--- config.mk ---
export PLATFORM = sky130hd
export DESIGN_NAME = dsq_sequencer
export DESIGN_NICKNAME = d
export VERILOG_FILES = /design/src/logic/dsq_pkg.sv /design/src/logic/dsq_bcd_counter.sv /design/src/logic/dsq_sequencer.sv
export SDC_FILE = /design/constraint.sdc
export NUM_CORES = 1
export LEC_CHECK = 0
export BUFFER_PORTS_ARGS = -buffer_cell sky130_fd_sc_hd__buf_4
export CAP_MARGIN = 20
export CELL_PAD_IN_SITES_DETAIL_PLACEMENT = 0
export CELL_PAD_IN_SITES_GLOBAL_PLACEMENT = 1
export CORE_ASPECT_RATIO = 0.8
export CORE_UTILIZATION = 38
export CTS_CLUSTER_DIAMETER = 120
export CTS_CLUSTER_SIZE = 10
export DETAILED_ROUTE_END_ITERATION = 8
export PLACE_DENSITY_LB_ADDON = 0.08
export SYNTH_ARGS = -nofsm -noshare
export SYNTH_HDL_FRONTEND = slang
export SYNTH_SLANG_ARGS = --single-unit
export TNS_END_PERCENT = 20
--- constraint.sdc ---
create_clock -name I_MCLK -period 3.33 [get_ports I_MCLK]
set_input_delay 0.666 -clock I_MCLK [delete_from_list [all_inputs] [get_ports I_MCLK]]
set_output_delay 0.666 -clock I_MCLK [all_outputs]
set_load 0.01 [all_outputs]
--- src/logic/dsq_pkg.sv ---
package dsq_pkg;

  localparam int unsigned CNT_W = 15;
  localparam int unsigned DIG_W = 8;

  // Phase lengths in converter counts, long (five decade) and short mode
  localparam logic [14:0] AZ_LONG  = 15'h2711;
  localparam logic [14:0] AZ_SHORT = 15'h03E9;
  localparam logic [14:0] SI_LONG  = 15'h2710;
  localparam logic [14:0] SI_SHORT = 15'h03E8;
  localparam logic [14:0] RI_LONG  = 15'h4E21;
  localparam logic [14:0] RI_SHORT = 15'h07D1;

  // Low-reading limits, 9 percent of range
  localparam logic [14:0] UNDER_LONG  = 15'h0708;
  localparam logic [14:0] UNDER_SHORT = 15'h00B4;

  // Digit scan timing
  localparam logic [7:0] DIGIT_LONG  = 8'hC8;
  localparam logic [7:0] DIGIT_SHORT = 8'h14;
  localparam logic [7:0] HALF_LONG   = 8'h64;
  localparam logic [7:0] HALF_SHORT  = 8'h0A;
  localparam logic [2:0] STROBES     = 3'h5;
  localparam logic [2:0] LAST_DIGIT  = 3'h4;

  // Register map, byte addresses
  localparam logic [7:0] ADDR_CTRL   = 8'h00;
  localparam logic [7:0] ADDR_START  = 8'h04;
  localparam logic [7:0] ADDR_STATUS = 8'h08;
  localparam logic [7:0] ADDR_RESULT = 8'h0C;

  // CTRL fields
  localparam int unsigned CTRL_LONG_BIT = 0;
  localparam int unsigned CTRL_RUN_BIT  = 1;
  localparam logic        CTRL_LONG_RST = 1'h1;
  localparam logic        CTRL_RUN_RST  = 1'h1;
  localparam int unsigned START_BIT     = 0;

  // STATUS fields
  localparam int unsigned ST_OVER_BIT  = 0;
  localparam int unsigned ST_UNDER_BIT = 1;
  localparam int unsigned ST_POL_BIT   = 2;
  localparam int unsigned ST_BUSY_BIT  = 3;
  localparam int unsigned ST_PHASE_LSB = 4;

  typedef enum logic [1:0] {
    PH_AUTO_ZERO = 2'h0,
    PH_SIGNAL    = 2'h1,
    PH_REFERENCE = 2'h2,
    PH_HOLD      = 2'h3
  } dsq_phase_type;

endpackage

--- src/logic/dsq_bcd_counter.sv ---
`timescale 1ns/1ns
module dsq_bcd_counter #(
  parameter int unsigned DIGITS = 5
) (
  input  wire logic                  i_clk,
  input  wire logic                  i_srst,
  input  wire logic                  i_clear,
  input  wire logic                  i_inc,
  input  wire logic                  i_short,
  output logic      [4*DIGITS-1:0]   o_bcd
);

  logic [4*DIGITS-1:0] next_bcd;
  logic                carry;

  always_comb begin
    next_bcd = o_bcd;
    carry    = 1'h1;
    for (int i = 0; i < DIGITS; i++) begin
      if (i == 0 && i_short) begin
        // Lowest decade held clear, the count enters the next decade
        next_bcd[3:0] = 4'h0;
      end else if (carry) begin
        if (o_bcd[4*i +: 4] == 4'h9) begin
          next_bcd[4*i +: 4] = 4'h0;
        end else begin
          next_bcd[4*i +: 4] = o_bcd[4*i +: 4] + 4'h1;
          carry              = 1'h0;
        end
      end
    end
  end

  always_ff @(posedge i_clk) begin
    if (i_srst || i_clear) begin
      o_bcd <= '0;
    end else if (i_inc) begin
      o_bcd <= next_bcd;
    end
  end

endmodule

--- src/logic/dsq_sequencer.sv ---
// Implementation choices: register access over APB and the address map.
`timescale 1ns/1ns
module dsq_sequencer
  import dsq_pkg::*;
#(
  parameter logic [14:0] P_AZ_LONG = dsq_pkg::AZ_LONG,
  parameter logic [14:0] P_SI_LONG = dsq_pkg::SI_LONG,
  parameter logic [14:0] P_RI_LONG = dsq_pkg::RI_LONG
) (
  input  wire logic        I_MCLK,
  input  wire logic        I_SRST,
  input  wire logic        I_CE,
  input  wire logic        I_COMP,
  input  wire logic        I_PSEL,
  input  wire logic        I_PENABLE,
  input  wire logic        I_PWRITE,
  input  wire logic [7:0]  I_PADDR,
  input  wire logic [31:0] I_PWDATA,
  output logic      [31:0] O_PRDATA,
  output logic             O_PREADY,
  output logic             O_PSLVERR,
  output logic             O_AUTO_ZERO,
  output logic             O_SIGNAL_INTEGRATE,
  output logic             O_REF_INTEGRATE,
  output logic             O_BUSY,
  output logic             O_STROBE_N,
  output logic             O_OVER_RANGE,
  output logic             O_UNDER_RANGE,
  output logic             O_POLARITY,
  output logic             O_DIGIT_SELECT_MSD,
  output logic             O_DIGIT_SELECT_4,
  output logic             O_DIGIT_SELECT_3,
  output logic             O_DIGIT_SELECT_2,
  output logic             O_DIGIT_SELECT_LSD,
  output logic             O_BCD_WEIGHT_EIGHT,
  output logic             O_BCD_WEIGHT_FOUR,
  output logic             O_BCD_WEIGHT_TWO,
  output logic             O_BCD_WEIGHT_ONE
);

  import dsq_pkg::*;

  function automatic logic [14:0] pick15(input logic lng, input logic [14:0] a, input logic [14:0] b);
    return lng ? a : b;
  endfunction

  function automatic logic [7:0] pick8(input logic lng, input logic [7:0] a, input logic [7:0] b);
    return lng ? a : b;
  endfunction

  function automatic logic [3:0] digit_at(input logic [19:0] bcd, input logic [2:0] idx);
    case (idx)
      3'h0:    return bcd[19:16];
      3'h1:    return bcd[15:12];
      3'h2:    return bcd[11:8];
      3'h3:    return bcd[7:4];
      default: return bcd[3:0];
    endcase
  endfunction

  logic          comp_meta;
  logic          comp_sync;
  logic          long_mode;
  logic          run;
  logic          start_pend;
  dsq_phase_type phase;
  logic [14:0]   ph_cnt;
  logic [14:0]   ph_len;
  logic          phase_adv;
  logic          si_start;
  logic          ri_start;
  logic          cycle_end;
  logic          busy;
  logic          no_count;
  logic          ovl_pend;
  logic          end_busy;
  logic          zero_cross;
  logic          over_flag;
  logic          under_flag;
  logic          polarity;
  logic          cnt_inc;
  logic [14:0]   count_bin;
  logic [19:0]   count_bcd;
  logic [19:0]   result_bcd;
  logic [2:0]    dig_idx;
  logic [7:0]    dig_cnt;
  logic [7:0]    dig_len;
  logic [7:0]    strobe_pos;
  logic          first_dig;
  logic          blank;
  logic [2:0]    strobes_left;
  logic          strobe_n;
  logic          apb_wr;
  logic          mapped;

  // Comparator comes from the analog side, two flops before use
  always_ff @(posedge I_MCLK) begin
    if (I_SRST) begin
      comp_meta <= 1'h0;
      comp_sync <= 1'h0;
    end else if (I_CE) begin
      comp_meta <= I_COMP;
      comp_sync <= comp_meta;
    end
  end

  // Phase sequencing
  always_comb begin
    case (phase)
      PH_AUTO_ZERO: ph_len = pick15(long_mode, P_AZ_LONG, AZ_SHORT);
      PH_SIGNAL:    ph_len = pick15(long_mode, P_SI_LONG, SI_SHORT);
      PH_REFERENCE: ph_len = pick15(long_mode, P_RI_LONG, RI_SHORT);
      default:      ph_len = 15'h0001;
    endcase
  end

  assign phase_adv = I_CE && (phase != PH_HOLD) && (ph_cnt == ph_len - 15'h0001);
  assign si_start  = phase_adv && (phase == PH_AUTO_ZERO);
  assign ri_start  = phase_adv && (phase == PH_SIGNAL);
  assign cycle_end = phase_adv && (phase == PH_REFERENCE);

  always_ff @(posedge I_MCLK) begin
    if (I_SRST) begin
      phase  <= PH_AUTO_ZERO;
      ph_cnt <= 15'h0000;
    end else if (I_CE) begin
      case (phase)
        PH_AUTO_ZERO: begin
          ph_cnt <= phase_adv ? 15'h0000 : ph_cnt + 15'h0001;
          if (phase_adv) begin
            phase <= PH_SIGNAL;
          end
        end
        PH_SIGNAL: begin
          ph_cnt <= phase_adv ? 15'h0000 : ph_cnt + 15'h0001;
          if (phase_adv) begin
            phase <= PH_REFERENCE;
          end
        end
        PH_REFERENCE: begin
          ph_cnt <= phase_adv ? 15'h0000 : ph_cnt + 15'h0001;
          if (phase_adv) begin
            phase <= run ? PH_AUTO_ZERO : PH_HOLD;
          end
        end
        PH_HOLD: begin
          ph_cnt <= 15'h0000;
          if (run || start_pend) begin
            phase <= PH_AUTO_ZERO;
          end
        end
        default: begin
          phase  <= PH_AUTO_ZERO;
          ph_cnt <= 15'h0000;
        end
      endcase
    end
  end

  // A start request counts only once the cycle is complete
  always_ff @(posedge I_MCLK) begin
    if (I_SRST) begin
      start_pend <= 1'h0;
    end else if (I_CE) begin
      if (phase != PH_HOLD) begin
        start_pend <= 1'h0;
      end else if (apb_wr && I_PADDR == ADDR_START && I_PWDATA[START_BIT]) begin
        start_pend <= 1'h1;
      end
    end
  end

  // Busy, zero crossing and overload
  assign zero_cross = busy && (phase == PH_REFERENCE) && !no_count && (comp_sync != polarity);

  always_ff @(posedge I_MCLK) begin
    if (I_SRST) begin
      busy     <= 1'h0;
      no_count <= 1'h0;
      ovl_pend <= 1'h0;
      end_busy <= 1'h0;
    end else if (I_CE) begin
      end_busy <= 1'h0;
      no_count <= ri_start;
      if (si_start) begin
        busy     <= 1'h1;
        ovl_pend <= 1'h0;
      end else if (zero_cross) begin
        busy     <= 1'h0;
        end_busy <= 1'h1;
      end else if (cycle_end && busy) begin
        busy     <= 1'h0;
        end_busy <= 1'h1;
        ovl_pend <= 1'h1;
      end
    end
  end

  // The first reference count is dropped to offset the crossing detector delay
  assign cnt_inc = I_CE && (phase == PH_REFERENCE) && busy && !no_count;

  always_ff @(posedge I_MCLK) begin
    if (I_SRST || (I_CE && ri_start)) begin
      count_bin <= 15'h0000;
    end else if (cnt_inc) begin
      count_bin <= count_bin + 15'h0001;
    end
  end

  dsq_bcd_counter #(
    .DIGITS (5)
  ) u_counter (
    .i_clk   (I_MCLK),
    .i_srst  (I_SRST),
    .i_clear (I_CE && ri_start),
    .i_inc   (cnt_inc),
    .i_short (!long_mode),
    .o_bcd   (count_bcd)
  );

  // Result latches and flags load in the first clock after busy falls
  always_ff @(posedge I_MCLK) begin
    if (I_SRST) begin
      result_bcd <= 20'h0_0000;
      over_flag  <= 1'h0;
      under_flag <= 1'h0;
    end else if (I_CE) begin
      if (end_busy) begin
        result_bcd <= count_bcd;
        over_flag  <= ovl_pend;
        under_flag <= !ovl_pend && (count_bin <= pick15(long_mode, UNDER_LONG, UNDER_SHORT));
      end else begin
        if (ri_start) begin
          over_flag <= 1'h0;
        end
        if (si_start) begin
          under_flag <= 1'h0;
        end
      end
    end
  end

  // Sign of the integrated ramp, shown from reference integrate onward
  always_ff @(posedge I_MCLK) begin
    if (I_SRST) begin
      polarity <= 1'h1;
    end else if (I_CE && ri_start) begin
      polarity <= comp_sync;
    end
  end

  // Digit scan and strobes
  assign dig_len    = pick8(long_mode, DIGIT_LONG, DIGIT_SHORT) + {7'h00, first_dig};
  assign strobe_pos = pick8(long_mode, HALF_LONG, HALF_SHORT) + {7'h00, first_dig};

  always_ff @(posedge I_MCLK) begin
    if (I_SRST) begin
      dig_idx      <= 3'h0;
      dig_cnt      <= 8'h00;
      first_dig    <= 1'h0;
      blank        <= 1'h0;
      strobes_left <= 3'h0;
      strobe_n     <= 1'h1;
    end else if (I_CE) begin
      strobe_n <= 1'h1;
      if (ri_start && blank) begin
        blank   <= 1'h0;
        dig_idx <= 3'h0;
        dig_cnt <= 8'h00;
      end else if (cycle_end) begin
        dig_idx      <= 3'h0;
        dig_cnt      <= 8'h00;
        first_dig    <= 1'h1;
        strobes_left <= STROBES;
      end else if (!blank) begin
        if (dig_cnt == strobe_pos && strobes_left != 3'h0) begin
          strobe_n     <= 1'h0;
          strobes_left <= strobes_left - 3'h1;
        end
        if (dig_cnt == dig_len - 8'h01) begin
          dig_cnt   <= 8'h00;
          first_dig <= 1'h0;
          dig_idx   <= (dig_idx == LAST_DIGIT) ? 3'h0 : dig_idx + 3'h1;
          if (dig_idx == LAST_DIGIT && over_flag && strobes_left == 3'h0) begin
            blank <= 1'h1;
          end
        end else begin
          dig_cnt <= dig_cnt + 8'h01;
        end
      end
    end
  end

  // Select and data both decode blank and dig_idx, so they step together; data also changes when result_bcd loads
  assign O_DIGIT_SELECT_MSD = !blank && dig_idx == 3'h0;
  assign O_DIGIT_SELECT_4   = !blank && dig_idx == 3'h1;
  assign O_DIGIT_SELECT_3   = !blank && dig_idx == 3'h2;
  assign O_DIGIT_SELECT_2   = !blank && dig_idx == 3'h3;
  assign O_DIGIT_SELECT_LSD = !blank && dig_idx == 3'h4;

  assign {O_BCD_WEIGHT_EIGHT, O_BCD_WEIGHT_FOUR, O_BCD_WEIGHT_TWO, O_BCD_WEIGHT_ONE} =
    blank ? 4'h0 : digit_at(result_bcd, dig_idx);

  assign O_AUTO_ZERO        = (phase == PH_AUTO_ZERO) || (phase == PH_HOLD);
  assign O_SIGNAL_INTEGRATE = phase == PH_SIGNAL;
  assign O_REF_INTEGRATE    = phase == PH_REFERENCE;
  assign O_BUSY             = busy;
  assign O_STROBE_N         = strobe_n;
  assign O_OVER_RANGE       = over_flag;
  assign O_UNDER_RANGE      = under_flag;
  assign O_POLARITY         = polarity;

  // APB slave; the clock enable also stalls the bus so no access slips past a frozen block
  assign apb_wr    = I_PSEL && I_PENABLE && I_PWRITE && I_CE;
  assign mapped    = (I_PADDR == ADDR_CTRL) || (I_PADDR == ADDR_START) ||
                     (I_PADDR == ADDR_STATUS) || (I_PADDR == ADDR_RESULT);
  assign O_PREADY  = I_CE;
  assign O_PSLVERR = I_PSEL && I_PENABLE && !mapped;

  always_ff @(posedge I_MCLK) begin
    if (I_SRST) begin
      long_mode <= CTRL_LONG_RST;
      run       <= CTRL_RUN_RST;
    end else if (apb_wr && I_PADDR == ADDR_CTRL) begin
      long_mode <= I_PWDATA[CTRL_LONG_BIT];
      run       <= I_PWDATA[CTRL_RUN_BIT];
    end
  end

  always_comb begin
    O_PRDATA = 32'h0000_0000;
    if (I_PSEL && !I_PWRITE) begin
      case (I_PADDR)
        ADDR_CTRL: begin
          O_PRDATA[CTRL_LONG_BIT] = long_mode;
          O_PRDATA[CTRL_RUN_BIT]  = run;
        end
        ADDR_STATUS: begin
          O_PRDATA[ST_OVER_BIT]                 = over_flag;
          O_PRDATA[ST_UNDER_BIT]                = under_flag;
          O_PRDATA[ST_POL_BIT]                  = polarity;
          O_PRDATA[ST_BUSY_BIT]                 = busy;
          O_PRDATA[ST_PHASE_LSB +: 2]           = phase;
        end
        ADDR_RESULT: O_PRDATA[19:0] = result_bcd;
        default:     O_PRDATA = 32'h0000_0000;
      endcase
    end
  end

endmodule

* Word-level counts from Yosys, hierarchy flattened
Cells that the tools add are included.
Storage, ports and cells: flip-flop bits (word level) 101, bits of input ports 47, word-level logic and storage cells 217
Cells by class: $add $sub $neg 14, order comparisons 1, equality and inequality tests 28, muxes and demuxes 74, bitwise gates (word level) 1, reduce and logical (&&, ||, !) cells 72
Operator list (count):
- one-hot mux 15 bit (3 select lines) | 1
- two-way mux 14 bit | 3
- two-way mux 8 bit | 5
- two-way mux 1 bit | 35
- logical AND 1 bit | 31
- adder 15 x 1 -> 15 bit (second input constant) | 2
- two-way mux 15 bit | 2
- one-hot mux 15 bit (2 select lines) | 1
- two-way mux 4 bit | 7
- two-way mux 3 bit | 8
- AND reduction 2 bit | 11
- adder 4 x 1 -> 4 bit (second input constant) | 5
- equality test 4 bit (second input constant) | 5
- two-way mux 20 bit | 1
- equality test 8 x 4 -> 1 bit (second input constant) | 2
- equality test 8 bit | 2
- one-hot mux 4 bit (4 select lines) | 1
- equality test 15 bit | 1
- less-or-equal comparator 15 x 11 -> 1 bit | 1
- subtractor 15 x 1 -> 15 bit (second input constant) | 1
- nonzero test 2 bit | 6
- two-way mux 11 bit | 1
- two-way mux 2 bit | 5
- != test 2 bit (second input constant) | 5
- other kinds (30) | 48

* Logic depth before layout (Yosys ltp)
depth after elaboration 10, gate-level depth with buffers 15, gate-level depth less buffers 13

* Modules after synthesis
From an unflattened synthesis, not the netlist that was laid out.
Unflattened totals: cells, all modules 778, area, all modules 6167.2 um^2
Modules (own cells, without submodules):
- dsq_sequencer | instances 1, cells each 654, area each 5109.9 um^2, seq. area each 1621.6 um^2
- dsq_bcd_counter | instances 1, cells each 124, area each 1057.3 um^2, seq. area each 400.4 um^2

* Least setup slack after synthesis
No wires, ideal clock.
path kind register to register, start reg phase[0], end reg dig_cnt[3], library setup time 0.121 ns, arrival time 3.260 ns, data required time 3.209 ns, setup slack -0.050 ns, cell stages (with the launch flop) 14, path buffers 1, path through dfxtp_1 -> ha_1 -> clkbuf_1 -> o21ba_2 -> nand2_1 -> ha_1 -> nand2b_1 -> xnor2_1 -> nand4bb_1 -> a311oi_2 -> o2111ai_2 -> o211ai_4 -> and3_1 -> mux2_2
On the way: word-level cells in the longest chain between the ends 9, elaborated cells on any way between the ends 16, classes of those cells add/sub: 1; eq/ne: 5; mux: 3; reduce/logical: 7
RTL lines:
- start, declared | line dsq_sequencer.sv:66 | dsq_phase_type phase;
- start signal, assigned | line dsq_sequencer.sv:143 | phase <= run ? PH_AUTO_ZERO : PH_HOLD;
- equality test 2 bit (tied with other cells) | line dsq_sequencer.sv:109, dsq_sequencer.sv:120
- one-hot mux 15 bit (3 select lines) | line dsq_sequencer.sv:109 | case (phase)
- subtractor 15 x 1 -> 15 bit | line dsq_sequencer.sv:117 | assign phase_adv = I_CE && (phase != PH_HOLD) && (ph_cnt == ph_len - 15'h0001);
- equality test 15 bit | line dsq_sequencer.sv:117
- logical AND 1 bit | line dsq_sequencer.sv:117
- logical AND 1 bit | line dsq_sequencer.sv:119 | assign ri_start = phase_adv && (phase == PH_SIGNAL);
- logical AND 1 bit | line dsq_sequencer.sv:266 | if (ri_start && blank) begin
- != test 3 x 2 -> 1 bit (no source line)
- AND reduction 2 bit (no source line)
- end signal, assigned | line dsq_sequencer.sv:288 | dig_cnt <= dig_cnt + 8'h01;
- end, declared | line dsq_sequencer.sv:86 | logic [7:0] dig_cnt;
Several ways; a longest one is shown, not always the timed one. A chain may end at the register's enable or synchronous reset.

* Worst setup path after layout
Ends and elaborated chain as after synthesis.

==> metrics <==
Max Clk Rate roughly 0.32 GHz; Max IR drop VDD around 0.24 mV; Commonest cells post-synth dfxtp_1, nand2_1, nor2_1; crit path max-delay cell type a311oi_2; worst setup margin approximately 160 ps; part of the cycle the worst path needs between 90% and 100%; path category of the worst min-delay check flop to flop; CP max stage delay 410 ps; Fin Setup TNS 0 ps; fin. max-slew vios 0; height of the die 115 um; gpl congestion about 0.86; die area between 15000 and 20000 sq um; worst reg2reg path depth 12; Critical path buffers and inverters 0; area share of the largest cell type after synthesis between 30 and 40%; Post-Synthesis Cell Area a little over 6000 sq um; CP cell instances ha_1, o21ba_2, nand2_1, ha_1, nand2b_4, xnor2_2, nand4_1, a311oi_2, o2111ai_2, o211ai_4, and3_4, mux2_2; maxcap violations 0; via density per instance roughly 5.3; CTS buffer count 9; largest net degree at the start of global routing 39; ant diodes 0; WP data arrival about 3400 ps; most numerous cell in the Yosys netlist dfxtp_1; Core Area ~15000 sq um; critical path class flop to flop; number of global-route vias before repair 4995; Synth area leader dfxtp_1; post-synthesis cell count between 700 and 800; DRC viols 0; clk_skew 7.33 ps; hold depth 2; wire length per cell about 15 um; initial antenna violation count 0; Yosys warnings 0; CP Depth 12; Sequential Area around 2000 sq um; prevailing post-synth register cell dfxtp_1; first-pass GRT wire length 25.8 mm; status completed; Finished Layout Cells roughly 1000; endpoints failing setup 0; initial DRC count ~270; area of the multi-input gates approximately 3800 sq um; number of synthesized flops with an enable pin 0; CTS sink cnt 101; maximum root-to-sink buffer count 2; I/O Pins 98; worst hold margin roughly 470 ps; overall routing resource usage 20.1%; CTS root buffer clkbuf_16; Pwr Density approximately 340 nW/um^2; DP Worst Slack -19.5 ps; CP required approximately 3600 ps; #FFs+latches synth roughly 100; Crit path max-delay family compound AO/OA/AOI/OAI gates; Critical Path Start Type flop; port bufs 55; placed insts just over 1000; final WL around 16 mm; Initial Util between 30 and 40%; vias post-DR approximately 5500; CP most frequent cell ha_1; syn_area_per_cell 8.00 sq um; Worst-path clk slew 80 ps; # fillers approximately 1500; Seq/Total Area, Yosys around 34%; share of layout cells above drive strength 1 16.3%; Slew Limit Headroom about 65%; Syn-to-layout area delta 19.0%; 1st-pass router iterations 5; fin nets 900; CTS Hold Buffers Added 0; post-synth cell types 72; H-tree depth 3; ys async rst share 0%; # rows 40; synth top area cells dfxtp_1, ha_1, nand2_1; final hold vios 0; ANT nets after route 0; clk_lat worst skew about 360 ps; leak pwr a little under 0.003 uW; total grt overflow 0; Crit Path Max Fanout 6; hpwl dp 11.9 mm; Worst setup EP type flop; worst-margin pin slew 524 ps; Final min period ~3200 ps; Die Width 143 um; CTS tree built
==> state kept, by name (all words and copies together) (netlist names) <==
register	count
O_BUSY	1
count_bin	15
strobes_left	3
run	1
dig_idx	3
no_count	1
u_counter.o_bcd	20
ph_cnt	15
O_UNDER_RANGE	1
start_pend	1
end_busy	1
phase	2
O_STROBE_N	1
result_bcd	20
blank	1
O_OVER_RANGE	1
dig_cnt	8
comp_sync	1
ovl_pend	1
comp_meta	1
long_mode	1
first_dig	1
O_POLARITY	1
==> path summary, 6_finish.rpt <==
kind         slack [ps]               start            end
max reg2reg         160            phase[0]     dig_cnt[3]
max                 160            phase[0]     dig_cnt[3]
min                 470  u_counter.o_bcd[4]  result_bcd[4]
min reg2reg         470  u_counter.o_bcd[4]  result_bcd[4]
==> area by class of cell <==
cell class	count	share of cell area, %
clock buffer	10	3.19
clock inverter	6	1.05
inverter	30	1.57
multi-input combinational	591	52.6
sequential	101	28.2
tap	210	3.66
timing repair buffer	90	9.76
==> cells in the final DEF (no fill, tap or decap), types with 16 or more instances in the layout <==
master / synthesis / layout
dfxtp_1: 101 / 99
buf_4: 14 / 88
nand2_1: 87 / 87
nor2_1: 81 / 81
a21oi_1: 46 / 46
o21ai_0: 35 / 35
nand3_1: 29 / 29
inv_1: 29 / 27
ha_1: 30 / 27
xor2_1: 23 / 23
and3_1: 21 / 20
and2_1: 18 / 18
nor3b_1: 18 / 18
nand4_1: 18 / 18
xnor2_1: 17 / 16
==> routing by layer <==
layer / global-route usage (%) / share of wire (%) / routed length (um) / up-vias
met4: 4.37 / 0.82 / 131 / 0
met5: 0 / 0 / 0 / -
met3: 4.43 / 4.4 / 706 / 10
li1: - / - / - / 2761
met2: 29.5 / 41 / 6570 / 122
met1: 29.8 / 54 / 8530 / 2586
==> power by group <==
| group | internal [uW] | switching (uW) |
|---|---|---|
| registers | 1210 | 8.47 |
| logic | 43.8 | 68.2 |
| clock network | 590 | 497 |
| total | 1850 | 573 |
==> tightest hold or removal path, stage by stage, from the launching register on <==
cell     delay, ps
dfxtp_1        320
nand2_1         60
a21oi_1         50
==> through the flow <==
step / instance area, sq um / power (uW) / util, %
2_1_floorplan: 6080 / 1320 / -
3_3_place_gp: 6780 / 1360 / 44.4
3_5_place_dp: 6780 / 1360 / 44.4
4_1_cts: 7090 / 2460 / 46.5
5_1_grt: 7180 / 2520 / 47.0
6_report: 7180 / 2420 / 47.0
==> cells by family (layout without fill, tap and decap cells) <==
group | after synthesis | after routing | share of synthesized area (%)
mux | 20 | 20 | 3.53
xor+xnor | 40 | 40 | 5.81
simple gates | 335 | 335 | 28.1
flops | 101 | 101 | 33.5
other cells | 1 | 12 | 0.0622
compound gates | 154 | 154 | 17.0
buf+inv | 73 | 136 | 5.74
fa+ha+maj | 30 | 30 | 6.22
==> repair_timing <==
action	in CTS	in global routing
pin swaps	1	3
hold endpoints to repair	0	0
resized for setup	0	16
buffers inserted	1	2
setup endpoints to repair	3	64
Note: power is estimated with default switching activity, not from simulation.
